**src/verilog/loop_call_consts.svh**
```systemverilog
// constants for the loop detector call timing block
// Functional notes
// - forced call: output calls, oscillator off
// - channel off: no call, oscillator off
// - call delay 0..255 s from vehicle entry
// - active phase green aborts delay to zero
// - extension 0..25.5 s after zone clears
// - entry during extension returns to detect
// - presence mode holds call while occupied
// - pulse mode: one 125 ms pulse per entry
// - pulse mode tunes out after 2 s
// - pulse mode resensitizes within 0.5 s
// - max presence 1..999 s or off (the 10-bit max_pres field also takes 1000..1023 s)
// - vacancy before expiry drops call, no reset
// - expiry without phase end reset: reset now
// - expiry with phase end reset: wait state
// - phase end reset needs max presence on
// - loop failure blocks reset at green end
// - display options shared, off after 15 min
// - inductance change peak held 2 s
// - extension gating by phase green option
// - nine sensitivities plus forced and off
`ifndef LOOP_CALL_CONSTS_SVH
`define LOOP_CALL_CONSTS_SVH
`define CLK_PERIOD_NS 100
`define MS_NS 1000000
`define TICK_MS 100
`define SECOND_TICKS 10
`define PULSE_MS 125
`define TUNE_OUT_MS 2000
`define PEAK_HOLD_MS 2000
`define PEAK_HOLD_TICKS (`PEAK_HOLD_MS / `TICK_MS)
`define DISP_TIMEOUT_MIN 15
`define DISP_TIMEOUT_TICKS (`DISP_TIMEOUT_MIN * 60 * 1000 / `TICK_MS)
`define SENS_FORCE 4'h9
`define REG_CFG0 8'h00
`define REG_CFG1 8'h04
`define REG_TIM0 8'h08
`define REG_TIM1 8'h0c
`define REG_DISP 8'h10
`define REG_STAT 8'h14
`define REG_PEAK 8'h18
`define CFG_MASK 32'h0000_077f
`define TIM_MASK 32'h03ff_ffff
`define CFG_RESET 32'h0000_0004
`define TIM_RESET 32'h0000_0000
`define RESP_OKAY 2'h0
`define RESP_SLVERR 2'h2
`endif

```
**src/verilog/loop_call_pkg.sv**
```systemverilog
// types for the loop detector call timing block
`default_nettype none
package loop_call_pkg;
    typedef enum logic [2:0] {
        CH_IDLE, CH_DELAY, CH_DETECT, CH_EXT, CH_WAIT, CH_TUNED
    } ch_state_e;
    typedef struct packed {
        logic [20:0] rsvd;
        logic ext_gate;
        logic phase_end_reset;
        logic pulse;
        logic rsvd1;
        logic [2:0] freq;
        logic [3:0] sens;
    } cfg_s;
    typedef struct packed {
        logic [5:0] rsvd;
        logic [9:0] max_pres;
        logic [7:0] ext;
        logic [7:0] delay;
    } tim_s;
endpackage
`default_nettype wire

```
**src/verilog/loop_detector_call_timing.sv**
```systemverilog
// two-channel call timing, state logic and register slave
//
// Our own choices: register access over AXI4-Lite and the placing of the registers.
`default_nettype none
`include "loop_call_consts.svh"
module loop_detector_call_timing
    import loop_call_pkg::*;
#(
    parameter int MS_CYC = `MS_NS / `CLK_PERIOD_NS
) (
    input wire logic i_clk,
    input wire logic i_reset_n,
    input wire logic i_awvalid,
    output logic o_awready,
    input wire logic [7:0] i_awaddr,
    input wire logic i_wvalid,
    output logic o_wready,
    input wire logic [31:0] i_wdata,
    input wire logic [3:0] i_wstrb,
    output logic o_bvalid,
    input wire logic i_bready,
    output logic [1:0] o_bresp,
    input wire logic i_arvalid,
    output logic o_arready,
    input wire logic [7:0] i_araddr,
    output logic o_rvalid,
    input wire logic i_rready,
    output logic [31:0] o_rdata,
    output logic [1:0] o_rresp,
    input wire logic [1:0] i_detect,
    input wire logic [1:0] i_phase_green_n,
    input wire logic [1:0] i_loop_fail,
    input wire logic [1:0][7:0] i_delta,
    output logic [1:0] o_call,
    output logic [1:0] o_osc_en,
    output logic [1:0] o_retune,
    output logic o_induct_disp,
    output logic o_delta_disp
);
    cfg_s cfg [2];
    tim_s tim [2];
    ch_state_e st [2];
    logic [13:0] cnt [2];
    logic [13:0] mcnt [2];
    logic [11:0] pcnt [2];
    logic [7:0] peak [2];
    logic [4:0] hold [2];
    logic [13:0] ind_cnt;
    logic [13:0] dlt_cnt;
    logic [13:0] ms_cnt;
    logic ms_tick;
    logic [6:0] tk_cnt;
    logic tick;
    logic [1:0] g1;
    logic [1:0] g2;
    logic [1:0] g3;
    logic [1:0] gs;
    logic [1:0] gprev;
    logic [1:0] green;
    logic [1:0] green_fall;
    logic [1:0] normal;
    logic [1:0] eog_eff;
    logic [1:0] in_wait;
    logic aw_have;
    logic w_have;
    logic [7:0] aw_addr;
    logic [31:0] w_data;
    logic [3:0] w_strb;

    // byte-lane merge of a write into a stored word, reserved bits masked
    function automatic logic [31:0] merge(input logic [31:0] old, input logic [31:0] d,
                                          input logic [3:0] be, input logic [31:0] m);
        logic [31:0] r;
        r = old;
        for (int b = 0; b < 4; b++) begin
            if (be[b]) begin
                r[8*b +: 8] = d[8*b +: 8];
            end
        end
        return r & m;
    endfunction

    // whole seconds to 0.1 s ticks
    function automatic logic [13:0] secs_to_ticks(input logic [9:0] s);
        return 14'(s) * 14'(`SECOND_TICKS);
    endfunction

    // call level seen by the controller for one channel
    function automatic logic call_of(input ch_state_e s, input cfg_s k, input logic [11:0] p);
        if (k.sens == `SENS_FORCE) begin
            return 1'b1;
        end
        if (k.sens > `SENS_FORCE) begin
            return 1'b0;
        end
        if (s == CH_DETECT) begin
            return k.pulse ? (p < 12'(`PULSE_MS)) : 1'b1;
        end
        return (s == CH_EXT) || (s == CH_WAIT);
    endfunction

    // per-channel decoded conditions
    always_comb begin
        for (int c = 0; c < 2; c++) begin
            normal[c] = cfg[c].sens < `SENS_FORCE;
            eog_eff[c] = cfg[c].phase_end_reset && (tim[c].max_pres != 10'h000);
            in_wait[c] = st[c] == CH_WAIT;
        end
    end
    assign green = ~gs;
    assign green_fall = gprev & ~green;

    // 1 ms prescale and common 0.1 s tick
    always_ff @(posedge i_clk or negedge i_reset_n) begin
        if (!i_reset_n) begin
            ms_cnt <= 14'h0000;
            ms_tick <= 1'b0;
            tk_cnt <= 7'h00;
            tick <= 1'b0;
        end else begin
            ms_tick <= 1'b0;
            tick <= 1'b0;
            if (ms_cnt == 14'(MS_CYC - 1)) begin
                ms_cnt <= 14'h0000;
                ms_tick <= 1'b1;
            end else begin
                ms_cnt <= ms_cnt + 14'h0001;
            end
            if (ms_tick) begin
                if (tk_cnt == 7'(`TICK_MS - 1)) begin
                    tk_cnt <= 7'h00;
                    tick <= 1'b1;
                end else begin
                    tk_cnt <= tk_cnt + 7'h01;
                end
            end
        end
    end

    // phase green pins: three stages, change taken when stages two and three agree
    always_ff @(posedge i_clk or negedge i_reset_n) begin
        if (!i_reset_n) begin
            g1 <= 2'h3;
            g2 <= 2'h3;
            g3 <= 2'h3;
            gs <= 2'h3;
            gprev <= 2'h0;
        end else begin
            g1 <= i_phase_green_n;
            g2 <= g1;
            g3 <= g2;
            for (int c = 0; c < 2; c++) begin
                if (g2[c] == g3[c]) begin
                    gs[c] <= g3[c];
                end
            end
            gprev <= green;
        end
    end

    // channel state machines and their timers
    always_ff @(posedge i_clk or negedge i_reset_n) begin
        if (!i_reset_n) begin
            for (int c = 0; c < 2; c++) begin
                st[c] <= CH_IDLE;
                cnt[c] <= 14'h0000;
                mcnt[c] <= 14'h0000;
                pcnt[c] <= 12'h000;
            end
            o_retune <= 2'h0;
            o_osc_en <= 2'h0;
        end else begin
            for (int c = 0; c < 2; c++) begin
                o_retune[c] <= 1'b0;
                o_osc_en[c] <= normal[c];
                if (!normal[c]) begin
                    st[c] <= CH_IDLE;
                end else begin
                    case (st[c])
                        CH_IDLE: begin
                            if (i_detect[c]) begin
                                mcnt[c] <= secs_to_ticks(tim[c].max_pres);
                                pcnt[c] <= 12'h000;
                                if (green[c] || tim[c].delay == 8'h00) begin
                                    st[c] <= CH_DETECT;
                                end else begin
                                    st[c] <= CH_DELAY;
                                    cnt[c] <= secs_to_ticks(10'(tim[c].delay));
                                end
                            end
                        end
                        CH_DELAY: begin
                            if (!i_detect[c]) begin
                                st[c] <= CH_IDLE;
                            end else if (green[c] || cnt[c] == 14'h0000) begin
                                st[c] <= CH_DETECT;
                                mcnt[c] <= secs_to_ticks(tim[c].max_pres);
                                pcnt[c] <= 12'h000;
                            end else if (tick) begin
                                cnt[c] <= cnt[c] - 14'h0001;
                            end
                        end
                        CH_DETECT: begin
                            if (ms_tick && pcnt[c] < 12'(`TUNE_OUT_MS)) begin
                                pcnt[c] <= pcnt[c] + 12'h001;
                            end
                            if (tick && mcnt[c] != 14'h0000) begin
                                mcnt[c] <= mcnt[c] - 14'h0001;
                            end
                            if (cfg[c].pulse) begin
                                if (!i_detect[c]) begin
                                    st[c] <= CH_IDLE;
                                end else if (pcnt[c] >= 12'(`TUNE_OUT_MS)) begin
                                    st[c] <= CH_TUNED;
                                    o_retune[c] <= 1'b1;
                                end
                            end else if (!i_detect[c]) begin
                                if (tim[c].ext != 8'h00 && (!cfg[c].ext_gate || green[c])) begin
                                    st[c] <= CH_EXT;
                                    cnt[c] <= 14'(tim[c].ext);
                                end else begin
                                    st[c] <= CH_IDLE;
                                end
                            end else if (tim[c].max_pres != 10'h000 && mcnt[c] == 14'h0000) begin
                                if (eog_eff[c]) begin
                                    st[c] <= CH_WAIT;
                                end else begin
                                    st[c] <= CH_TUNED;
                                    o_retune[c] <= 1'b1;
                                end
                            end
                        end
                        CH_EXT: begin
                            if (tick && mcnt[c] != 14'h0000) begin
                                mcnt[c] <= mcnt[c] - 14'h0001;
                            end
                            if (i_detect[c]) begin
                                st[c] <= CH_DETECT;
                            end else if (cnt[c] == 14'h0000 || (cfg[c].ext_gate && !green[c])) begin
                                st[c] <= CH_IDLE;
                            end else if (tick) begin
                                cnt[c] <= cnt[c] - 14'h0001;
                            end
                        end
                        CH_WAIT: begin
                            if (!i_detect[c]) begin
                                st[c] <= CH_IDLE;
                            end else if (green_fall[c] && !i_loop_fail[c]) begin
                                st[c] <= CH_TUNED;
                                o_retune[c] <= 1'b1;
                            end
                        end
                        CH_TUNED: begin
                            if (!i_detect[c]) begin
                                st[c] <= CH_IDLE;
                            end
                        end
                        default: begin
                            st[c] <= CH_IDLE;
                        end
                    endcase
                end
            end
        end
    end

    // call outputs to the controller
    always_ff @(posedge i_clk or negedge i_reset_n) begin
        if (!i_reset_n) begin
            o_call <= 2'h0;
        end else begin
            for (int c = 0; c < 2; c++) begin
                o_call[c] <= call_of(st[c], cfg[c], pcnt[c]);
            end
        end
    end

    // peak inductance change held while the change display is on
    always_ff @(posedge i_clk or negedge i_reset_n) begin
        if (!i_reset_n) begin
            for (int c = 0; c < 2; c++) begin
                peak[c] <= 8'h00;
                hold[c] <= 5'h00;
            end
        end else begin
            for (int c = 0; c < 2; c++) begin
                if (!o_delta_disp) begin
                    peak[c] <= 8'h00;
                    hold[c] <= 5'h00;
                end else if (i_delta[c] > peak[c]) begin
                    peak[c] <= i_delta[c];
                    hold[c] <= 5'h00;
                end else if (tick) begin
                    if (hold[c] == 5'(`PEAK_HOLD_TICKS - 1)) begin
                        peak[c] <= i_delta[c];
                        hold[c] <= 5'h00;
                    end else begin
                        hold[c] <= hold[c] + 5'h01;
                    end
                end
            end
        end
    end

    // write channels, configuration words and display time-outs
    always_ff @(posedge i_clk or negedge i_reset_n) begin
        if (!i_reset_n) begin
            o_awready <= 1'b0;
            o_wready <= 1'b0;
            aw_have <= 1'b0;
            w_have <= 1'b0;
            aw_addr <= 8'h00;
            w_data <= 32'h0000_0000;
            w_strb <= 4'h0;
            o_bvalid <= 1'b0;
            o_bresp <= `RESP_OKAY;
            cfg[0] <= cfg_s'(`CFG_RESET);
            cfg[1] <= cfg_s'(`CFG_RESET);
            tim[0] <= tim_s'(`TIM_RESET);
            tim[1] <= tim_s'(`TIM_RESET);
            o_induct_disp <= 1'b0;
            o_delta_disp <= 1'b0;
            ind_cnt <= 14'h0000;
            dlt_cnt <= 14'h0000;
        end else begin
            o_awready <= i_awvalid && !o_awready && !aw_have && !o_bvalid;
            o_wready <= i_wvalid && !o_wready && !w_have && !o_bvalid;
            if (i_awvalid && o_awready) begin
                aw_have <= 1'b1;
                aw_addr <= i_awaddr;
            end
            if (i_wvalid && o_wready) begin
                w_have <= 1'b1;
                w_data <= i_wdata;
                w_strb <= i_wstrb;
            end
            if (o_bvalid && i_bready) begin
                o_bvalid <= 1'b0;
            end
            if (o_induct_disp && tick) begin
                ind_cnt <= ind_cnt + 14'h0001;
                if (ind_cnt == 14'(`DISP_TIMEOUT_TICKS - 1)) begin
                    o_induct_disp <= 1'b0;
                end
            end
            if (o_delta_disp && tick) begin
                dlt_cnt <= dlt_cnt + 14'h0001;
                if (dlt_cnt == 14'(`DISP_TIMEOUT_TICKS - 1)) begin
                    o_delta_disp <= 1'b0;
                end
            end
            // a write wins over a same-cycle time-out
            if (aw_have && w_have && !o_bvalid) begin
                aw_have <= 1'b0;
                w_have <= 1'b0;
                o_bvalid <= 1'b1;
                o_bresp <= `RESP_OKAY;
                case (aw_addr)
                    `REG_CFG0: cfg[0] <= cfg_s'(merge(cfg[0], w_data, w_strb, `CFG_MASK));
                    `REG_CFG1: cfg[1] <= cfg_s'(merge(cfg[1], w_data, w_strb, `CFG_MASK));
                    `REG_TIM0: tim[0] <= tim_s'(merge(tim[0], w_data, w_strb, `TIM_MASK));
                    `REG_TIM1: tim[1] <= tim_s'(merge(tim[1], w_data, w_strb, `TIM_MASK));
                    `REG_DISP: begin
                        if (w_strb[0]) begin
                            o_induct_disp <= w_data[0];
                            o_delta_disp <= w_data[1];
                            ind_cnt <= 14'h0000;
                            dlt_cnt <= 14'h0000;
                        end
                    end
                    `REG_STAT, `REG_PEAK: begin
                    end
                    default: o_bresp <= `RESP_SLVERR;
                endcase
            end
        end
    end

    // read channel
    always_ff @(posedge i_clk or negedge i_reset_n) begin
        if (!i_reset_n) begin
            o_arready <= 1'b0;
            o_rvalid <= 1'b0;
            o_rdata <= 32'h0000_0000;
            o_rresp <= `RESP_OKAY;
        end else begin
            o_arready <= i_arvalid && !o_arready && !o_rvalid;
            if (o_rvalid && i_rready) begin
                o_rvalid <= 1'b0;
            end
            if (i_arvalid && o_arready) begin
                o_rvalid <= 1'b1;
                o_rresp <= `RESP_OKAY;
                case (i_araddr)
                    `REG_CFG0: o_rdata <= cfg[0];
                    `REG_CFG1: o_rdata <= cfg[1];
                    `REG_TIM0: o_rdata <= tim[0];
                    `REG_TIM1: o_rdata <= tim[1];
                    `REG_DISP: o_rdata <= {30'h0000_0000, o_delta_disp, o_induct_disp};
                    `REG_STAT: o_rdata <= {24'h00_0000, green, i_loop_fail, in_wait, o_call};
                    `REG_PEAK: o_rdata <= {16'h0000, peak[1], peak[0]};
                    default: begin
                        o_rdata <= 32'h0000_0000;
                        o_rresp <= `RESP_SLVERR;
                    end
                endcase
            end
        end
    end
endmodule
`default_nettype wire
```
**config.mk**
```make
export PLATFORM = sky130hd
export DESIGN_NAME = loop_detector_call_timing
export DESIGN_NICKNAME = d
export VERILOG_FILES = /design/src/verilog/loop_call_pkg.sv /design/src/verilog/loop_detector_call_timing.sv
export VERILOG_INCLUDE_DIRS = /design/src /design/src/verilog
export SDC_FILE = /design/constraint.sdc
export NUM_CORES = 1
export LEC_CHECK = 0
export CORE_MARGIN = 10
export CORE_UTILIZATION = 65
export CTS_BUF_LIST = sky130_fd_sc_hd__clkbuf_4 sky130_fd_sc_hd__clkbuf_8
export DETAILED_ROUTE_END_ITERATION = 8
export DONT_BUFFER_PORTS = 1
export PLACE_DENSITY = 0.81
export SLEW_MARGIN = 40
export SYNTH_ARGS = -nofsm -noshare
export SYNTH_HDL_FRONTEND = slang
export SYNTH_SLANG_ARGS = --single-unit
```
**constraint.sdc**
```tcl
create_clock -name i_clk -period 2.84 [get_ports i_clk]
set_input_delay 0.284 -clock i_clk [delete_from_list [all_inputs] [get_ports i_clk]]
set_output_delay 0.284 -clock i_clk [all_outputs]
set_load 0.02 [all_outputs]
```
======== Yosys cells after proc, flatten, opt, wreduce, memory -nomap -nowiden ========
Cells that the tools add are included.
word-level totals
  register bits ........................... 334
  input bits .............................. 81
  output and inout port bits .............. 49
  word-level logic and storage cells ...... 445
operators by class
  add/subtract/negate cells ............... 12
  multipliers ............................. 4
  $lt $le $gt $ge ......................... 12
  eq/ne operators ......................... 74
  muxes and demuxes ....................... 174
  bitwise gates (word level) .............. 3
  reduce and logical (&&, ||, !) cells .... 106
operators by type and width
  operator                                                              count
  14-bit two-way mux                                                    37
  26-bit case mux with 7 select lines                                   1
  14-bit case mux with 4 select lines                                   2
  12-bit two-way mux                                                    8
  3-bit two-way mux                                                     28
  14-bit case mux with 3 select lines                                   2
  12-bit case mux with 3 select lines                                   2
  1-bit two-way mux                                                     67
  8-bit two-way mux                                                     8
  14-bit zero test                                                      4
  14-bit by 1-bit subtractor with 14-bit output, second input constant  4
  8-bit by 5-bit == test with 1-bit output, second input constant       6
  2-bit inequality test, second input constant                          22
  14-bit by 1-bit adder with 14-bit output, second input constant       3
  14-bit == test, second input constant                                 3
  5-bit two-way mux                                                     8
  3-bit case mux with 6 select lines                                    2
  3-bit AND reduction                                                   12
  8-bit by 4-bit == test with 1-bit output, second input constant       4
  8-bit zero test                                                       4
  1-bit logical AND                                                     31
  14-bit nonzero test                                                   2
  10-bit by 3-bit multiplier with 13-bit output, second input constant  2
  12-bit by 1-bit adder with 12-bit output, second input constant       2
  42 further kinds                                                      121

======== Longest topological paths before layout ========
Gate-level depths: netlist of run 1.
  depth after elaboration ................. 8
  mapped depth ............................ 10
  depth with buffers taken out ............ 9

======== Least setup slack after synthesis of run 1 ========
OpenSTA, ideal clock, no wires.
  path kind ............................... reg-to-reg
  from .................................... reg tim[49] (netlist name)
  to ...................................... reg mcnt[24] (netlist name)
  setup time .............................. 0.121 ns
  data arrival time ....................... 2.296 ns
  data required time ...................... 2.719 ns
  path slack .............................. 0.423 ns
  cell stages (with the launch flop) ...... 10
  buffers on the path ..................... 0
  clock period less this slack ............ 2.417 ns
  path through ............................ dfrtp_1 > ha_1 > ha_1 > fa_1 > a211oi_1 > o21bai_1 > a21oi_1 > xor2_1 > a21oi_1 > o22a_1
between the ends
  longest elaborated chain between the ends .. 4
  elaborated cells on any way between the ends .. 5
  those cells by class .................... mul: 1; mux: 4
ends and longest elaborated chain
  element                                            RTL line                          source
  from (decl)                                        loop_detector_call_timing.sv:41   tim_s tim [2];
  10-bit by 3-bit multiplier with 13-bit output (*)  loop_detector_call_timing.sv:85   return 14'(s) * 14'(`SECOND_TICKS);
  14-bit two-way mux                                 loop_detector_call_timing.sv:195  end else if (green[c] || cnt[c] == 14'h0000) begin
  14-bit two-way mux                                 loop_detector_call_timing.sv:193  if (!i_detect[c]) begin
  14-bit case mux with 3 select lines (*)            loop_detector_call_timing.sv:179  case (st[c])
  to (signal, indexed assignment)                    loop_detector_call_timing.sv:182  mcnt[c] <= secs_to_ticks(tim[c].max_pres);
  to (signal, indexed assignment)                    loop_detector_call_timing.sv:197  mcnt[c] <= secs_to_ticks(tim[c].max_pres);
  to (signal, indexed assignment)                    loop_detector_call_timing.sv:208  mcnt[c] <= mcnt[c] - 14'h0001;
  to (decl)                                          loop_detector_call_timing.sv:44   logic [13:0] mcnt [2];
Every way passes the cells marked *; elsewhere a longest branch is shown, timed or not. The select of a mux whose other input is x is not followed.
A chain may end at the register's enable or synchronous reset.

======== Worst setup path after layout of run 1 ========
  from .................................... reg tim[51] (netlist name)
  to ...................................... reg mcnt[24] (netlist name)
Same word-level chain as after synthesis.

==> metrics.md, run 1 <==
| Metric | Value |
|---|---|
| Status | `finished, violations left` |
| Failing checks | `hold timing` |
| DRT Wirelength | `48.2 mm` |
| Post-Syn Instances | `1813` |
| Post-synth EDFFs | `0` |
| Synth top area share | `43.8%` |
| HPWL after DPL | `32.7 mm` |
| Core ar. | `0.0271 mm^2` |
| Global Route Usage Sum | `26.8%` |
| Starting density of the core | `66.6%` |
| P_leak | `9.36 nW` |
| Max-cap viol count | `0` |
| Clock Skews | `19.3 ps` |
| Remaining DRCs | `0` |
| Root buffer cell | `clkbuf_8` |
| Pint | `0.0104 W` |
| Mapped cell area | `0.0180 mm^2` |
| Critical Path Fanout Max | `5` |
| Vias in the first global route | `14900` |
| Crit path launch type | `flop` |
| Prevailing post-synth register cell | `dfrtp_1` |
| Clock Path Buffers | `3` |
| I/O pin count | `130` |
| Global-route wire length before repair | `78.0 mm` |
| Largest net degree at the start of global routing | `327` |
| Worst-margin pin slew | `1360 ps` |
| Synth top cells by count | `316 x dfrtp_1, 172 x o21ai_0, 158 x nor2_1` |
| Synth top area cells | `dfrtp_1 44%, mux2_2 7.1%, ha_1 6.4%` |
| Fin crit period | `2680 ps` |
| Total Power | `0.0165 W` |
| Net Sw Power | `0.00607 W` |
| Vias | `15000` |
| Critical Path RT | `3320 ps` |
| Layout cell share with drive strength beyond 1 | `15.6%` |
| Ys async rst share | `100%` |
| Clock power share | `29.3%` |
| Num CTS Buffers | `53` |
| Yosys reg bits | `326` |
| Seq. cell area | `0.00817 mm^2` |
| DP Area | `0.0185 mm^2` |
| Max incr delay on CP | `460 ps` |
| Hold Buf Count CTS | `67` |
| First-pass DRT Iterations | `6` |
| Total congestion overflow | `0` |
| Setup violations, final | `0` |
| Final #Nets | `2087` |
| Initial antenna violation count | `3` |
| Hold crit path type | `in2async` |
| Chip height | `187 um` |
| Clock-pin transition on the worst setup and hold timing paths | `70 ps` |
| Multi-input gate area in the final layout | `0.00932 mm^2` |
| Min Hold Slack | `-617 ps` |
| Final Hold Viols | `320` |
| Worst-skew pair later-pin latency | `600 ps` |
| Die W | `187 um` |
| Port bufs | `0` |
| Slowest cell on crit path | `dfrtp_1` |
| Final TNS setup | `0 ps` |
| Die area | `0.0348 mm^2` |
| Clk sinks | `326` |
| GPL Wtd Cong | `0.919` |
| Power Density | `804 mW/mm^2` |
| CP Cell Sequence | `ha_1 -> ha_1 -> fa_1 -> a211oi_2 -> buf_4 -> o21bai_1 -> a21oi_1 -> xor2_1 -> a21oi_1 -> o22a_1` |
| Row count | `60` |
| CTS tree | `built` |
| Switching share of power | `36.9%` |
| Crit Path Class | `reg2reg` |
| CP Capture Type | `flop` |
| Cell variety after synth | `91` |
| Sequential power share | `40.1%` |
| Crit path DAT | `3160 ps` |
| Gate power share | `30.5%` |
| RSZ-0062 raised after global routing | `false` |
| Syn_area_per_cell | `9.95 um^2` |
| Part of the Yosys area used for sequential elements | `45.3%` |
| Crit share post-route | `94.4%` |
| Filler cell count | `1807` |
| Max Slew Vio Count | `0` |
| Peak supply drop | `0.796 mV` |
| Fmax | `373 MHz` |
| Synth warn | `0` |
| Average wire per standard cell | `20.7 um` |
| Cell type with the largest total area after synthesis | `dfrtp_1` |
| Initial DRC Count | `1433` |
| Most frequent cell after synthesis | `dfrtp_1` |
| Final Cell Area | `0.0205 mm^2` |
| Max H-tree Level | `2` |
| Slew headroom | `9.54%` |
| ANT nets after route | `0` |
| Vias per inst | `6.46` |
| Area delta synth->final | `13.6%` |
==> placed cells by master, fill, tap and decap left out, types with 18 or more instances in the layout <==
| cell type | n |
|---|---|
| nand4_1 | 28 |
| mux2_2 | 114 |
| buf_4 | 43 |
| dfrtp_1 | 316 |
| o21ai_0 | 172 |
| nor3_1 | 53 |
| a21oi_1 | 78 |
| ha_1 | 92 |
| a21o_1 | 19 |
| mux2i_1 | 27 |
| xnor2_1 | 25 |
| xor2_1 | 32 |
| clkbuf_8 | 67 |
| nand2_1 | 150 |
| nor2_1 | 158 |
| nand3_1 | 48 |
| and3_1 | 18 |
| dlygate4sd3_1 | 67 |
| nor4_1 | 19 |
| a31oi_1 | 19 |
| inv_1 | 69 |
==> cell type report <==
class	count	area share (%)
multi-input combinational	1349	45.5
sequential	326	39.9
timing repair buffer	110	4.85
antenna	3	0.0366
clock inverter	23	1.37
tap	372	2.27
inverter	70	1.28
clock buffer	77	4.87
==> cell families (layout without fill, tap and decap cells) <==
| family | count (synthesis) | in the layout | share of synthesized area, % |
|---|---|---|---|
| adders and majority gates | 98 | 98 | 6.93 |
| muxes | 143 | 143 | 8.86 |
| and+or+nand+nor | 585 | 585 | 16.4 |
| xor gates and xnor gates | 57 | 57 | 2.77 |
| buffers and inverters | 145 | 280 | 3.42 |
| AOI/OAI and AO/OA | 458 | 458 | 16.3 |
| DFF | 326 | 326 | 45.3 |
| other | 1 | 11 | 0.0208 |
==> what timing repair did <==
item	CTS	global route
gates resized for setup	0	1
setup endpoints to repair	0	2
setup buffers	0	1
hold endpoints to repair	407	326
==> through the flow <==
stage	cells	util (%)	setup slack (ps)
2_1_floorplan	1820	-	423
3_3_place_gp	2158	68.3	255
3_5_place_dp	2159	68.4	168
4_1_cts	2326	75.5	131
5_1_grt	2330	75.6	15.1
6_report	2330	75.6	158
==> final timing paths <==
| check | start | end | slack (ps) | cells past startpoint |
|---|---|---|---|---|
| max | tim[51]$_DFFE_PN0P_ | mcnt[24]$_DFFE_PN0P_ | 160 | 10 |
| min | i_reset_n | pcnt[1]$_DFFE_PN0P_ | -620 | 0 |
| max reg2reg | tim[51]$_DFFE_PN0P_ | mcnt[24]$_DFFE_PN0P_ | 160 | 10 |
| min reg2reg | g1[1]$_DFF_PN1_ | g2[1]$_DFF_PN1_ | 350 | 0 |
| max in group asynchronous | i_reset_n | mcnt[23]$_DFFE_PN0P_ | 2350 | 0 |
| min in group i_clk | i_detect[0] | st[4]$_DFFE_PN0P_ | 20 | 4 |
==> layer usage <==
metal / GRT usage (%) / share of wire [%]
met5: 0 / 0
met1: 34.9 / 41
met3: 6.05 / 8.9
met4: 11.2 / 4.1
met2: 42.3 / 46
==> power groups by stage <==
stage | sequential [W] | clock, W | combinational, W
after floorplan | 0.00617 | 0 | 0.00377
after global routing | 0.00671 | 0.00510 | 0.00555
after CTS | 0.00655 | 0.00487 | 0.00492
after global placement | 0.00658 | 0 | 0.00462
final | 0.00661 | 0.00483 | 0.00503
after detailed placement | 0.00662 | 0 | 0.00479
==> worst max-delay path: cells and delay by family, from the launching register on <==
kind	cells	cell delay, ps
compound gates	5	780
fa+ha+maj	3	1020
flops	1	460
buf+inv	1	150
xor+xnor	1	160
==> sequential cells by signal, indices dropped and copies added, names as in the netlist, 4 cells and up <==
name and cells:
pcnt 24, ms_cnt 14, peak 16, tim 52, cnt 28, mcnt 28, hold 10, ind_cnt 14
tk_cnt 7, dlt_cnt 14, o_rdata 26, cfg 20, aw_addr 8, w_strb 4, w_data 26, st 6
Note: power is estimated with default switching activity, not from simulation.
==> run 2: changes to the inputs <==
- CAP_MARGIN: default -> 30
- CTS_CLUSTER_SIZE: default -> 25
- SETUP_SLACK_MARGIN: default -> 0.3
==> metrics.md, run 2 (synthesized netlist as in run 1, its figures left out) <==
| Metric | Value |
|---|---|
| Hold Buf Count CTS | `65` |
| Filler cell count | `1756` |
| GPL Wtd Cong | `0.919` |
| Final Hold Viols | `320` |
| Critical Path Fanout Max | `5` |
| P_leak | `9.40 nW` |
| CTS tree | `built` |
| Fin crit period | `2490 ps` |
| First-pass DRT Iterations | `7` |
| Worst-margin pin slew | `1160 ps` |
| Met1 GRT Util | `35.0%` |
| Commonest non-fill, non-tap cell in the layout | `dfrtp_1` |
| Max Slew Vio Count | `0` |
| DP Area | `0.0185 mm^2` |
| Global Route Usage Sum | `26.9%` |
| Status | `finished, violations left` |
| Vias per inst | `6.51` |
| Biggest register | `tim` |
| Starting density of the core | `66.6%` |
| Initial antenna violation count | `3` |
| Die area | `0.0348 mm^2` |
| ANT nets after route | `0` |
| Final #Nets | `2094` |
| Vias | `15200` |
| Slew headroom | `22.6%` |
| Die W | `187 um` |
| Failing checks | `hold timing` |
| Max H-tree Level | `2` |
| Root buffer cell | `clkbuf_8` |
| Final TNS setup | `0 ps` |
| R2r setup slk | `350 ps` |
| Largest registers | `tim (52), cnt (28), mcnt (28)` |
| R2r startpoint | `tim[19]$_DFFE_PN0P_` |
| Port bufs | `0` |
| Clock Path Buffers | `3` |
| RSZ-0062 raised after global routing | `true` |
| Global-route wire length before repair | `78.3 mm` |
| Crit Path Class | `reg2reg` |
| Largest net degree at the start of global routing | `327` |
| Total Power | `0.0168 W` |
| Crit path launch type | `flop` |
| Core ar. | `0.0271 mm^2` |
| HPWL after DPL | `32.7 mm` |
| Fin util | `76.6%` |
| Row count | `60` |
| DRT Wirelength | `49.0 mm` |
| Critical Path RT | `3330 ps` |
| Worst-skew pair later-pin latency | `610 ps` |
| Peak supply drop | `0.802 mV` |
| Crit path DAT | `2980 ps` |
| Area delta synth->final | `15.0%` |
| CP Capture Type | `flop` |
| Global-route met3 utilization | `6.24%` |
| Final Cell Area | `0.0208 mm^2` |
| Crit share post-route | `87.7%` |
| Multi-input gate area in the final layout | `0.00951 mm^2` |
| Min Hold Slack | `-613 ps` |
| Clock Skews | `24.2 ps` |
| Max reg flops | `52` |
| Fmax | `401 MHz` |
| Max-cap viol count | `0` |
| Total congestion overflow | `0` |
| R2R depth | `7` |
| Busiest grt layer | `met2` |
| I/O pin count | `130` |
| Clock-pin transition on the worst setup and hold timing paths | `70 ps` |
| Hold crit path type | `in2async` |
| Average wire per standard cell | `21.0 um` |
| Seq. cell area | `0.00818 mm^2` |
| Remaining DRCs | `0` |
| Num CTS Buffers | `53` |
| Setup violations, final | `0` |
| Layout cell share with drive strength beyond 1 | `17.6%` |
| Reg-to-Reg End | `st[0]$_DFFE_PN0P_` |
| Most frequent cells in the layout | `305 x dfrtp_1, 168 x o21ai_0, 158 x nor2_1` |
| Power Density | `809 mW/mm^2` |
| Grt met2 use | `42.5%` |
| Initial DRC Count | `1581` |
| Clk sinks | `326` |
| Vias in the first global route | `15000` |
| Chip height | `187 um` |
-- run 2: where the power goes --
group / total (W) / internal [W] / leakage, nW / switching (W)
Clock: 0.00484 / 0.00283 / 0.674 / 0.00202
Combinational: 0.00532 / 0.00227 / 4.40 / 0.00305
Sequential: 0.00663 / 0.00547 / 4.32 / 0.00117
-- run 2: cell type report --
cell class	instances	area share [%]
multi-input combinational	1350	45.8
tap	372	2.24
antenna	3	0.0362
clock inverter	23	1.35
clock buffer	77	4.80
sequential	326	39.4
timing repair buffer	116	5.06
inverter	70	1.27
-- run 2: worst max path at each step --
stage | start | to | slack, ps | cells after the start
after detailed placement | tim[51]$_DFFE_PN0P_ | mcnt[26]$_DFFE_PN0P_ | 170 | 9
after global placement | tim[51]$_DFFE_PN0P_ | mcnt[24]$_DFFE_PN0P_ | 250 | 9
final | tim[19]$_DFFE_PN0P_ | st[0]$_DFFE_PN0P_ | 350 | 7
after CTS | tim[51]$_DFFE_PN0P_ | mcnt[26]$_DFFE_PN0P_ | 280 | 9
after floorplan | tim[49]$_DFFE_PN0P_ | mcnt[24]$_DFFE_PN0P_ | 420 | 9
after global routing | tim[51]$_DFFE_PN0P_ | mcnt[25]$_DFFE_PN0P_ | 190 | 8
-- run 2: metal layers --
metal,up-vias,part of all wire [%]
met5,-,0
met4,0,3.9
met3,137,9.5
met2,768,46
met1,7458,40
li1,6855,-
-- run 2: worst max-delay path, stage by stage (launching register included) --
cell and delay (ps):
dfrtp_2 450, or4_1 590, nor4_4 190, buf_4 170
nor3_1 50, o221ai_1 270, o311a_1 330, mux2_4 320
-- run 2: what timing repair did --
item | in CTS | in global routing
hold endpoints to repair | 407 | 326
gates cloned | 1 | 0
gates resized for setup | 5 | 42
setup buffers | 0 | 9
pin swaps | 2 | 20
setup endpoints to repair | 7 | 52
-- run 2: per-stage QoR --
| stage | setup WS (ps) | std cells | hold slack, ps |
|---|---|---|---|
| final | 348 | 2337 | -613 |
| after global routing | 188 | 2337 | -637 |
| after CTS | 279 | 2325 | -631 |
| after detailed placement | 168 | 2159 | 6.70 |
| after global placement | 255 | 2158 | 7.01 |
| after floorplan | 423 | 1820 | -11.6 |
